File: config.mk
export PLATFORM = sky130hd
export DESIGN_NAME = bcs_sequencer
export DESIGN_NICKNAME = d
export VERILOG_FILES = /design/src/include/bcs_pkg.sv /design/src/rtl/bcs_timer.sv /design/src/rtl/bcs_sequencer.sv
export SDC_FILE = /design/constraint.sdc
export NUM_CORES = 1
export LEC_CHECK = 0
export BUFFER_PORTS_ARGS = -buffer_cell sky130_fd_sc_hd__buf_2
export CELL_PAD_IN_SITES_DETAIL_PLACEMENT = 1
export CELL_PAD_IN_SITES_GLOBAL_PLACEMENT = 1
export CORE_UTILIZATION = 51
export DETAILED_ROUTE_END_ITERATION = 8
export GPL_TIMING_DRIVEN = 0
export PLACE_DENSITY = 0.84
export SKIP_LAST_GASP = 1
export SLEW_MARGIN = 20
export SYNTH_ARGS = -nofsm -noshare
export SYNTH_HDL_FRONTEND = slang
export SYNTH_SLANG_ARGS = --single-unit
File: constraint.sdc
create_clock -name pclk -period 3.55 [get_ports pclk]
set_clock_uncertainty 0.1 [all_clocks]
set_input_delay 0.71 -clock pclk [delete_from_list [all_inputs] [get_ports pclk]]
set_output_delay 0.71 -clock pclk [all_outputs]
set_load 0.02 [all_outputs]
File: src/include/bcs_pkg.sv
// Purpose: shared constants for the bypass contactor sequencer
// Assumes: 50 MHz pclk, APB with 32-bit data, one register per aligned word
// Notes: times are held in units of 0.1 s, frequencies in units of 0.01 Hz

// ==========================================================================
// package
package bcs_pkg;

  // clock and time base
  localparam int CLK_PERIOD_NS = 20;
  localparam int TICK_NS = 100_000_000; // one time unit = 0.1 s
  localparam int TICK_CYCLES_DEF = TICK_NS / CLK_PERIOD_NS;
  localparam int PRE_W = 23;
  localparam int TIME_W = 10;
  localparam int FREQ_W = 16;
  localparam int NTERM = 4;

  // register offsets (byte addresses)
  localparam logic [7:0] OFS_CTRL = 8'h00;
  localparam logic [7:0] OFS_INTERLOCK = 8'h04;
  localparam logic [7:0] OFS_START_WAIT = 8'h08;
  localparam logic [7:0] OFS_CUSHION = 8'h0C;
  localparam logic [7:0] OFS_AUTO_FREQ = 8'h10;
  localparam logic [7:0] OFS_IN_FUNC = 8'h14;
  localparam logic [7:0] OFS_OUT_FUNC = 8'h18;
  localparam logic [7:0] OFS_STATUS = 8'h1C;

  // control field positions
  localparam int CTRL_SEQ_EN = 0;
  localparam int CTRL_AT_FAULT = 1;
  localparam int CTRL_RST_ACCEPT = 2;

  // reset values
  localparam logic [2:0] CTRL_RST = 3'h5;
  localparam logic [TIME_W-1:0] INTERLOCK_RST = 10'h00A; // 1 s
  localparam logic [TIME_W-1:0] START_WAIT_RST = 10'h005; // 0.5 s
  localparam logic [TIME_W-1:0] CUSHION_RST = 10'h00A; // 1 s
  localparam logic [FREQ_W-1:0] AUTO_FREQ_OFF = 16'h270F; // 9999 disables
  localparam logic [31:0] IN_FUNC_RST = 32'h0000_0000;
  localparam logic [31:0] OUT_FUNC_RST = 32'h0013_1211; // 17, 18, 19, none

  // terminal function codes
  localparam logic [7:0] FC_THERMAL = 8'h07;
  localparam logic [7:0] FC_IN_CONT = 8'h11;
  localparam logic [7:0] FC_BYP_CONT = 8'h12;
  localparam logic [7:0] FC_OUT_CONT = 8'h13;

  // sequencer modes, one-hot
  typedef enum logic [4:0] {
    ST_OFF = 5'b00001,
    ST_DRIVE = 5'b00010,
    ST_BYPASS = 5'b00100,
    ST_FAULT = 5'b01000,
    ST_PASS = 5'b10000
  } bcs_state_e;

endpackage : bcs_pkg

File: src/rtl/bcs_timer.sv
// Purpose: reloadable down counter of 0.1 s ticks
// Assumes: tick is a one-cycle pulse from the prescaler
// Notes: done stays high once the loaded time has run out

`timescale 1ns/1ps

// ==========================================================================
// timer
module bcs_timer
  import bcs_pkg::*;
(
  // clock and reset
  input wire logic pclk,
  input wire logic presetn,
  // control
  input wire logic restart,
  input wire logic tick,
  input wire logic [bcs_pkg::TIME_W-1:0] len,
  // status
  output logic done
);

  typedef struct packed {
    logic [TIME_W-1:0] cnt;
    logic done;
    logic live;
  } bcs_tmr_s;

  bcs_tmr_s r;
  bcs_tmr_s next_r;

  // reload while held or on the first cycle after reset, count down on ticks
  // without the reset load a zero count would never report done
  always_comb
  begin
    next_r = r;
    next_r.live = 1'b1;
    if (restart || !r.live)
    begin
      next_r.cnt = len;
      next_r.done = (len == '0);
    end
    else if (tick && r.cnt != '0)
    begin
      next_r.cnt = r.cnt - 1'b1;
      next_r.done = (r.cnt == 10'h001);
    end
  end

  // state register
  always_ff @(posedge pclk or negedge presetn)
  begin
    if (!presetn)
      r <= '0;
    else
      r <= next_r;
  end

  assign done = r.done;

endmodule : bcs_timer

File: src/rtl/bcs_sequencer.sv
// Purpose: contactor sequencing for switching a motor between drive and mains
// Assumes: all inputs synchronous to pclk; registers reached over APB
// Notes: contactor outputs and terminal outputs come straight from flops
//
// Operation
// input contactor on in bypass and drive; off at fault until reset
// bypass contactor on in bypass, off in drive, fault per setting
// output contactor off in bypass, on in drive, off at fault
// enable low: input on, bypass off, output holds its state
// select acts only when enabled: high drive, low bypass
// run command accepted only with enable and select high
// thermal input on code 7 terminal; abnormal releases all contactors
// init input releases bypass; fault reset accepted per acceptance setting
// output terminals carry contactor controls by codes 17, 18, 19
// switchover frequency 9999 disables automatic switchover
// start waiting time should exceed output contactor closing delay
// restart cushion time is set for bypass to drive switching; the cushion register is stored and read back but not used
// sequencing is used with the drive in external operation mode
// from both contactors off, wait interlock time before closing either
// drive start after coasting from bypass waits start waiting time
// auto switchover to bypass once output frequency reaches setting
// bypass and output contactors are never on together

`timescale 1ns/1ps

// ==========================================================================
// sequencer top
module bcs_sequencer #(
  parameter int TICK_CYCLES = bcs_pkg::TICK_CYCLES_DEF
) (
  // clock and reset
  input wire logic pclk,
  input wire logic presetn,
  // apb slave
  input wire logic psel,
  input wire logic penable,
  input wire logic pwrite,
  input wire logic [7:0] paddr,
  input wire logic [31:0] pwdata,
  output logic [31:0] prdata,
  output logic pready,
  output logic pslverr,
  // operator and drive inputs
  input wire logic bypass_enable_input,
  input wire logic drive_select_input,
  input wire logic forward_run_command,
  input wire logic reverse_run_command,
  input wire logic status_init_input,
  input wire logic drive_fault,
  input wire logic external_mode,
  input wire logic [bcs_pkg::FREQ_W-1:0] output_freq,
  input wire logic [bcs_pkg::NTERM-1:0] in_term,
  // contactor controls and terminals
  output logic input_contactor_ctrl,
  output logic bypass_contactor_ctrl,
  output logic output_contactor_ctrl,
  output logic [bcs_pkg::NTERM-1:0] out_term,
  // drive start
  output logic drive_run_fwd,
  output logic drive_run_rev
);
  import bcs_pkg::*;

  typedef struct packed {
    logic [31:0] prdata;
    logic pready;
    logic pslverr;
    logic [2:0] ctrl;
    logic [TIME_W-1:0] interlock;
    logic [TIME_W-1:0] start_wait;
    logic [TIME_W-1:0] cushion;
    logic [FREQ_W-1:0] auto_freq;
    logic [NTERM-1:0][7:0] in_func;
    logic [NTERM-1:0][7:0] out_func;
    logic [PRE_W-1:0] pre;
    logic tick;
    logic mc_in;
    logic mc_byp;
    logic mc_out;
    logic [NTERM-1:0] term;
    logic fault;
    logic coasted;
    logic auto_byp;
    logic run_fwd;
    logic run_rev;
    bcs_state_e st;
  } bcs_regs_s;

  bcs_regs_s r;
  bcs_regs_s next_r;
  logic il_done;
  logic sw_done;
  logic seq_act;
  logic thermal_bad;
  logic fault_now;
  logic run_cmd;
  logic want_in;
  logic want_byp;
  logic want_out;
  logic wr_en;
  logic rd_en;
  logic [31:0] rd_val;
  logic rd_hit;

  // ========================================================================
  // timers
  // interlock timer reloads while either motor contactor is closed
  bcs_timer u_interlock (
    .pclk(pclk),
    .presetn(presetn),
    .restart(r.mc_byp | r.mc_out),
    .tick(r.tick),
    .len(r.interlock),
    .done(il_done)
  );

  // start wait timer reloads while the output contactor is open
  bcs_timer u_start_wait (
    .pclk(pclk),
    .presetn(presetn),
    .restart(~r.mc_out),
    .tick(r.tick),
    .len(r.start_wait),
    .done(sw_done)
  );

  // ========================================================================
  // input decode
  // thermal input is high when normal and low when abnormal on any terminal coded for it
  always_comb
  begin
    thermal_bad = 1'b0;
    for (int i = 0; i < NTERM; i++)
    begin
      if (r.in_func[i] == FC_THERMAL && !in_term[i])
        thermal_bad = 1'b1;
    end
  end

  assign seq_act = r.ctrl[CTRL_SEQ_EN] & external_mode;
  assign fault_now = drive_fault | r.fault;
  assign run_cmd = forward_run_command ^ reverse_run_command;

  // ========================================================================
  // apb decode and read mux
  assign wr_en = psel & penable & r.pready & pwrite;
  assign rd_en = psel & ~penable & ~pwrite;

  always_comb
  begin
    rd_hit = 1'b1;
    rd_val = 32'h0000_0000;
    case (paddr)
      OFS_CTRL: rd_val = {29'h0000_0000, r.ctrl};
      OFS_INTERLOCK: rd_val = {22'h00_0000, r.interlock};
      OFS_START_WAIT: rd_val = {22'h00_0000, r.start_wait};
      OFS_CUSHION: rd_val = {22'h00_0000, r.cushion};
      OFS_AUTO_FREQ: rd_val = {16'h0000, r.auto_freq};
      OFS_IN_FUNC: rd_val = r.in_func;
      OFS_OUT_FUNC: rd_val = r.out_func;
      OFS_STATUS: rd_val = {16'h0000, 3'h0, r.st, r.auto_byp, r.coasted,
                            r.fault, thermal_bad, r.run_fwd, r.mc_out,
                            r.mc_byp, r.mc_in};
      default: rd_hit = 1'b0;
    endcase
  end

  // ========================================================================
  // contactor targets
  always_comb
  begin
    want_in = 1'b1;
    want_byp = 1'b0;
    want_out = 1'b1;
    if (!seq_act)
    begin
      want_in = 1'b1;
      want_byp = 1'b0;
      want_out = 1'b1;
    end
    else if (thermal_bad)
    begin
      want_in = 1'b0;
      want_byp = 1'b0;
      want_out = 1'b0;
    end
    else if (fault_now)
    begin
      want_in = 1'b0;
      want_byp = r.ctrl[CTRL_AT_FAULT];
      want_out = 1'b0;
    end
    else if (!bypass_enable_input)
    begin
      want_in = 1'b1;
      want_byp = 1'b0;
      want_out = r.mc_out;
    end
    else if (drive_select_input && !r.auto_byp)
    begin
      want_in = 1'b1;
      want_byp = 1'b0;
      want_out = 1'b1;
    end
    else
    begin
      want_in = 1'b1;
      want_byp = 1'b1;
      want_out = 1'b0;
    end
    // init releases bypass only, input and output hold
    if (seq_act && status_init_input && !thermal_bad)
    begin
      want_in = r.mc_in;
      want_byp = 1'b0;
      want_out = r.mc_out;
    end
  end

  // ========================================================================
  // next state
  always_comb
  begin
    next_r = r;
    // apb answer in the access cycle, no wait states
    next_r.pready = psel & ~penable;
    next_r.pslverr = psel & ~penable & ~rd_hit;
    if (rd_en)
      next_r.prdata = rd_hit ? rd_val : 32'h0000_0000;
    if (wr_en && rd_hit)
    begin
      case (paddr)
        OFS_CTRL: next_r.ctrl = pwdata[2:0];
        OFS_INTERLOCK: next_r.interlock = pwdata[TIME_W-1:0];
        OFS_START_WAIT: next_r.start_wait = pwdata[TIME_W-1:0];
        OFS_CUSHION: next_r.cushion = pwdata[TIME_W-1:0];
        OFS_AUTO_FREQ: next_r.auto_freq = pwdata[FREQ_W-1:0];
        OFS_IN_FUNC: next_r.in_func = pwdata;
        OFS_OUT_FUNC: next_r.out_func = pwdata;
        default: next_r.prdata = r.prdata;
      endcase
    end
    // 0.1 s prescaler
    next_r.tick = (r.pre == PRE_W'(TICK_CYCLES - 1));
    next_r.pre = next_r.tick ? '0 : r.pre + 1'b1;
    // fault latch, a new fault wins over an accepted init
    if (drive_fault)
      next_r.fault = 1'b1;
    else if (status_init_input && r.ctrl[CTRL_RST_ACCEPT])
      next_r.fault = 1'b0;
    // contactors: input follows its target; bypass and output open at once, close only from both open after interlock
    next_r.mc_in = want_in;
    next_r.mc_byp = want_byp & (r.mc_byp | (~r.mc_out & il_done & ~want_out));
    next_r.mc_out = want_out & (r.mc_out | (~r.mc_byp & il_done & ~want_byp));
    // automatic switchover, 9999 leaves only the select input in charge
    if (!run_cmd || !drive_select_input || !bypass_enable_input || fault_now)
      next_r.auto_byp = 1'b0;
    else if (r.auto_freq != AUTO_FREQ_OFF && r.mc_out
             && output_freq >= r.auto_freq)
      next_r.auto_byp = 1'b1;
    // motor coasts whenever the bypass contactor opens
    if (r.mc_byp && !next_r.mc_byp)
      next_r.coasted = 1'b1;
    else if (r.run_fwd || r.run_rev)
      next_r.coasted = 1'b0;
    // run passes through with sequencing off unless drive_fault is high, else reaches the drive only in drive operation
    if (!seq_act)
    begin
      next_r.run_fwd = forward_run_command & ~reverse_run_command & ~drive_fault;
      next_r.run_rev = reverse_run_command & ~forward_run_command & ~drive_fault;
    end
    else if (bypass_enable_input && drive_select_input && r.mc_out && !fault_now
             && !thermal_bad && !r.auto_byp && (!r.coasted || sw_done))
    begin
      next_r.run_fwd = forward_run_command & ~reverse_run_command;
      next_r.run_rev = reverse_run_command & ~forward_run_command;
    end
    else
    begin
      next_r.run_fwd = 1'b0;
      next_r.run_rev = 1'b0;
    end
    // output terminals follow the contactor flops in the same edge
    for (int i = 0; i < NTERM; i++)
    begin
      case (r.out_func[i])
        FC_IN_CONT: next_r.term[i] = next_r.mc_in;
        FC_BYP_CONT: next_r.term[i] = next_r.mc_byp;
        FC_OUT_CONT: next_r.term[i] = next_r.mc_out;
        default: next_r.term[i] = 1'b0;
      endcase
    end
    // mode shown in status
    if (!seq_act)
      next_r.st = ST_PASS;
    else if (thermal_bad || fault_now)
      next_r.st = ST_FAULT;
    else if (next_r.mc_out)
      next_r.st = ST_DRIVE;
    else if (next_r.mc_byp)
      next_r.st = ST_BYPASS;
    else
      next_r.st = ST_OFF;
  end

  // ========================================================================
  // state register
  always_ff @(posedge pclk or negedge presetn)
  begin
    if (!presetn)
    begin
      r <= '0;
      r.ctrl <= CTRL_RST;
      r.interlock <= INTERLOCK_RST;
      r.start_wait <= START_WAIT_RST;
      r.cushion <= CUSHION_RST;
      r.auto_freq <= AUTO_FREQ_OFF;
      r.in_func <= IN_FUNC_RST;
      r.out_func <= OUT_FUNC_RST;
      r.st <= ST_OFF;
    end
    else
      r <= next_r;
  end

  // outputs straight from flops
  assign prdata = r.prdata;
  assign pready = r.pready;
  assign pslverr = r.pslverr;
  assign input_contactor_ctrl = r.mc_in;
  assign bypass_contactor_ctrl = r.mc_byp;
  assign output_contactor_ctrl = r.mc_out;
  assign out_term = r.term;
  assign drive_run_fwd = r.run_fwd;
  assign drive_run_rev = r.run_rev;

  // ========================================================================
  // assertions
  no_overlap_a: assert property (
    @(posedge pclk) disable iff (!presetn)
    !(bypass_contactor_ctrl && output_contactor_ctrl))
    else $error("bypass and output contactors closed together");

  thermal_release_a: assert property (
    @(posedge pclk) disable iff (!presetn)
    seq_act && thermal_bad |=> !input_contactor_ctrl && !bypass_contactor_ctrl
      && !output_contactor_ctrl)
    else $error("contactor still closed with abnormal motor");

  fault_release_a: assert property (
    @(posedge pclk) disable iff (!presetn)
    seq_act && drive_fault |=> !input_contactor_ctrl && !output_contactor_ctrl)
    else $error("input or output contactor closed at fault");

  disable_bypass_a: assert property (
    @(posedge pclk) disable iff (!presetn)
    seq_act && !bypass_enable_input && !thermal_bad && !fault_now && !status_init_input
      |=> !bypass_contactor_ctrl && input_contactor_ctrl)
    else $error("bypass closed or input open while disabled");

  disable_hold_a: assert property (
    @(posedge pclk) disable iff (!presetn)
    seq_act && !bypass_enable_input && !thermal_bad && !fault_now
      && !output_contactor_ctrl |=> !output_contactor_ctrl)
    else $error("output contactor changed while disabled");

  init_release_a: assert property (
    @(posedge pclk) disable iff (!presetn)
    seq_act && status_init_input ##1 seq_act |-> !bypass_contactor_ctrl)
    else $error("bypass contactor closed during init");

  interlock_wait_a: assert property (
    @(posedge pclk) disable iff (!presetn)
    $rose(bypass_contactor_ctrl) || $rose(output_contactor_ctrl)
      |-> $past(il_done) && !$past(bypass_contactor_ctrl || output_contactor_ctrl))
    else $error("contactor closed before interlock time");

  run_gate_a: assert property (
    @(posedge pclk) disable iff (!presetn)
    $past(seq_act) && drive_run_fwd
      |-> $past(bypass_enable_input && drive_select_input) && output_contactor_ctrl)
    else $error("run passed outside drive operation");

endmodule : bcs_sequencer

# [After elaboration in Yosys (flattened, before gate mapping)]
# Cells that the tools add are included.
# Widths: inputs -> output; s select.
[totals] ff_bits=211 in_bits=72 output_inout_bits=43 elab_cells=204
[classes] n_addsub=3 n_lt_le_gt_ge=1 n_eq_ne=28 n_mux=47 n_bitwise=32 reduce_logical=60
[op_table] cell="$pmux 32 s8" count=1
[op_table] cell="$eq 8x5->1 const B" count=16
[op_table] cell="$mux 32" count=4
[op_table] cell="$mux 11" count=4
[op_table] cell="$eq 8x3->1 const B" count=5
[op_table] cell="$mux 1" count=27
[op_table] cell="$add 23x1->23 const B" count=1
[op_table] cell="$eq 23x23->1 const B" count=1
[op_table] cell="$mux 23" count=1
[op_table] cell="$eq 10x1->1 const B" count=2
[op_table] cell="$logic_and 1x1->1" count=20
[op_table] cell="$logic_not 10->1" count=2
[op_table] cell="$reduce_bool 10->1" count=2
[op_table] cell="$sub 10x1->10 const B" count=2
[op_table] cell="$and 1x1->1" count=17
[op_table] cell="$eq 8x4->1 const B" count=2
[op_table] cell="$ge 16x16->1" count=1
[op_table] cell="$ne 16x14->1 const B" count=1
[op_table] cell="$reduce_and 2->1" count=7
[op_table] cell="$logic_not 1->1" count=13
[op_table] cell="$pmux 1 s3" count=4
[op_table] cell="$not 1->1" count=10
[op_table] cell="$reduce_bool 2->1" count=5
[op_table] cell="$logic_not 8->1" count=1
[op_table] cell="10 further kinds" count=22

# [Logic depth before layout (Yosys ltp)]
[depth] ltp_word=17 ltp_mapped=9

# [Cells and area by module]
# Synthesis repeated with hierarchy kept, for this count alone.
[hier_totals] cells_unflattened=970 hier_area_um2=10837.9
[modules_own_cells] module="bcs_sequencer" instances=1 cells_per_inst=790 area_each_um2=9203.8
[modules_own_cells] module="bcs_timer" instances=2 cells_per_inst=90 area_each_um2=817.0

# [Worst setup path after synthesis]
# OpenSTA, ideal clock, no wires.
[synth_timing] path_type="input to register" startpoint="input paddr[4]" endpoint="register r[141] in the netlist's numbering" setup_ns=0.125 arrival_ns=2.129 required_time_ns=3.325 slack_ns=1.197 cell_stages=6 path_cell_list="clkbuf_1 -> nor4_1 -> nand2_1 -> nor2_1 -> nand2_2 -> mux2_2"
[synth_between] elab_chain_len=5
[synth_lines] element="start, declared" line_no="bcs_sequencer.sv:38" source="input wire logic [7:0] paddr,"
[synth_lines] element="$eq 8x5->1, or another cell as far along" line_no="bcs_sequencer.sv:153" source="case (paddr)"
[synth_lines] element="$reduce_or 8->1 (no source line)"
[synth_lines] element="$mux 1" line_no="bcs_sequencer.sv:153"
[synth_lines] element="$logic_and 1x1->1" line_no="bcs_sequencer.sv:230" source="if (wr_en && rd_hit)"
[synth_lines] element="$reduce_and 2->1 (no source line) (*)"
[synth_lines] element="end signal, assigned" line_no="bcs_sequencer.sv:323" source="r <= next_r;"
[synth_lines] element="end, declared" line_no="bcs_sequencer.sv:89" source="bcs_regs_s r;"
# Mark *: on every way between the ends. The rest lies on a longest branch, timed or not.
# A chain may end at the register's enable or synchronous reset.

# [Worst setup path after layout]
[layout_timing] startpoint="input paddr[5]" endpoint="register r (netlist bit prdata[8])"
[layout_between] elab_chain_len=7
[layout_lines] element="$eq 8x5->1, or another cell as far along" line_no="bcs_sequencer.sv:153, bcs_sequencer.sv:232"
[layout_lines] element="$reduce_or 8->1 (no source line)"
[layout_lines] element="$mux 1" line_no="bcs_sequencer.sv:153"
[layout_lines] element="$mux 32" line_no="bcs_sequencer.sv:229" source="next_r.prdata = rd_hit ? rd_val : 32'h0000_0000;"
[layout_lines] element="$mux 32" line_no="bcs_sequencer.sv:228" source="if (rd_en)"
[layout_lines] element="$mux 32" line_no="bcs_sequencer.sv:232" source="case (paddr)"
[layout_lines] element="$mux 32" line_no="bcs_sequencer.sv:230"
# Several ways; a longest one is shown, not always the timed one. The select of a mux whose other input is x is not followed.

==> flow_summary.toml <==
[critical_path]
arrival_ns = 3.21
cp_common_cell = "buf_2"
cp.depth = 8
cp_cell_sequence = "buf_2 -> nor3_4 -> nand2_1 -> nor4_2 -> buf_2 -> buf_2 -> a22oi_1 -> a31oi_1"
max_stage_delay_ns = 0.67
crit_fanout = 10
worstSetupPathType = "primary input to flop"
rr_startpoint = "r[101]$_DFFE_PN0P_"
critPathSlowestCell = "nor4_2"
critPathBufInv = 3
crit_family = "simple AND/OR/NAND/NOR gates"
reg2reg_depth = 7
cp-start-kind = "primary input"
end_kind = "flop"
startpoint = "paddr[5]"
r2r_setup_slack_ns = 0.77
required_ns = 3.88

[placement]
place_hpwl_um = 21200
dp.cells = 1296
place_ws_ns = 0.409
postPlaceCellArea_um2 = 11200
port_buffers = 113
gp_congestion = 0.896

[global_routing]
grt_remaining_overflow = 0
grt_usage_pct = 31.2
antenna_found_initial = 0
grt_pass1_vias = 8633
grt_pass1_wl_um = 48200
grt_max_degree = 96

[timing]
min_period_over_period_pct = 81.1
hold_viol = 0
drv_slew = 0
worst_slew_pin_slew_ns = 0.968
setup_viol = 0
setup_slack_ns = 0.671
finalSetupTns_ns = 0
max_clock_freq_mhz = 347
rsz0062_at_grt = "no"
hold_slack_ns = 0.0128
slew_headroom_pct = 35.2
period_minus_slack_ns = 2.88

[drt]
wl_per_cell_um = 23.4
drt_iter0_markers = 461
viasPerCell = 6.00
drt_wl_total_um = 31200
drc = 0
drt_first_pass_iters = 5
ant_nets = 0
num_vias = 8029

[power]
p_leak_nw = 5.60
vdd_drop_max_mv = 0.320
p_total_mw = 5.55
intPower_mw = 4.20
switching_power_mw = 1.35
switching_share_pct = 24.2
p_per_area_nw_per_um2 = 461
pwr-share-comb_pct = 8.9
clkPwrFrac_pct = 45.8
power_frac_seq_pct = 45.2

[layout]
multi_input_area_um2 = 4430
seqCellArea_um2 = 5310
final_util_pct = 61.4
area_growth_pct = 17.2
final_common_cell = "dfrtp_1"
design_area_um2 = 12000
nNetsFinal = 1151
nFillCells = 2109
layout_common_cells = "dfrtp_1, buf_2, mux2_2, nor2_1, nand2_1"
antenna_cells = 0
layout-drive-gt1-share_pct = 34.2
final_cells = 1338

[outcome]
status = "finished clean"

[clocking]
cts_root_buf = "clkbuf_16"
ctsHoldBuffers = 0
insertion_delay_ns = 0.52
cts_tree = "built"
clkSinkCount = 211
post-cts-setup-buffer-count = 0
clock_path_buffers = 3
clkTransAtPathRegs_ns = 0.07
cts-buffers-inserted = 23
ctsHtreeMaxLevel = 1
ctsResizeCount = 0

[die]
die_h_um = 144
fp.coreArea_um2 = 19600
die_w_um = 144
row_count = 51
io_pins = 115
start_util_pct = 52.4
die-area_um2 = 20700

[synth]
async_flop_share_pct = 100
synth_area_per_cell_um2 = 11.2
synth_area_um2 = 10300
synth_nets = 1011
ys_warn_count = 0
synth_top_cell_by_area = "dfrtp_1"
syn_inst = 916
synth_top_flop_cell = "dfrtp_1"
synth_top_area_share_pct = 45.6
synthTopCellsByArea = "dfrtp_1, mux2_2, dfstp_2"
ys_ff_latch = 211
synth_cell_types = 58
synth-edff-count = 0
ys_seq_area_share_pct = 51.7

[run]
maxCapViolations = 0

[worst_hold_path]
min_path_type = "primary input to async pin"
## power groups by stage
stage	clock, mW	combinational, mW	sequential [mW]
6_report	2.54	0.496	2.51
3_3_place_gp	0	0.462	2.55
3_5_place_dp	0	0.486	2.55
4_1_cts	2.57	0.500	2.51
5_1_grt	2.67	0.539	2.51
2_1_floorplan	0	0.264	2.54
## metal layers
layer / global-route usage (%) / wire [µm] / vias up
met5: 0 / 0 / -
met4: 14.0 / 1190 / 0
met3: 5.83 / 2040 / 84
met2: 51.7 / 15100 / 292
met1: 39.5 / 12900 / 4113
li1: - / - / 3540
## cell families (layout without fill, tap and decap cells)
logic type	count (synthesis)	in the layout	share of synthesized area (%)
simple gates	257	257	13.1
flops	211	211	51.7
compound gates	162	162	10.4
mux	128	128	13.9
buf+inv	100	257	5.19
xor+xnor	34	34	2.90
fa+ha+maj	23	23	2.80
other cells	1	1	0.0365
## Yosys cell counts (all sizes together), types with 3 or more instances
cell type  count
dfrtp        187
mux2         115
nor2          94
buf           50
nand2         49
a21oi         48
inv           35
a22oi         33
dfstp         24
ha            23
o21ai         21
nand3         19
a31oi         18
xnor2         18
nor3          17
nor4          16
xor2          16
clkbuf        15
mux2i         13
nand4         11
a21o           8
a221oi         7
and3           7
a22o           6
nand2b         6
nor3b          6
nor4b          6
o22ai          6
a211o          5
and2           5
and3b          5
nand4b         4
or3            4
a211oi         3
a222oi         3
nor2b          3
or4            3
## flip-flops by register name, summed over array words and instances (netlist names), 4 cells and up
name	flops
prdata	32
u_interlock.r	10
out_term	4
u_start_wait.r	11
r	145
## final timing paths
path	endpoint
worst max-delay path	prdata[8]$_DFFE_PN0P_
worst min-delay path	r[7]$_DFFE_PN0P_
worst max register to register	out_term[0]$_DFF_PN0_
worst min register to register	r[18]$_DFF_PN0_
max in group asynchronous	r[106]$_DFFE_PN1P_
min in group pclk	r[103]$_DFFE_PN0P_
## final cells by class
class / instances / share of cell area [%]
Tap cell: 265 / 2.75
Inverter: 35 / 1.09
Clock buffer: 32 / 5.56
Timing Repair Buffer: 115 / 5.24
Sequential cell: 211 / 44.1
Multi-Input combinational cell: 605 / 36.8
Clock inverter: 10 / 1.14
Buffer: 65 / 3.34
Note: power is estimated with default switching activity, not from simulation.
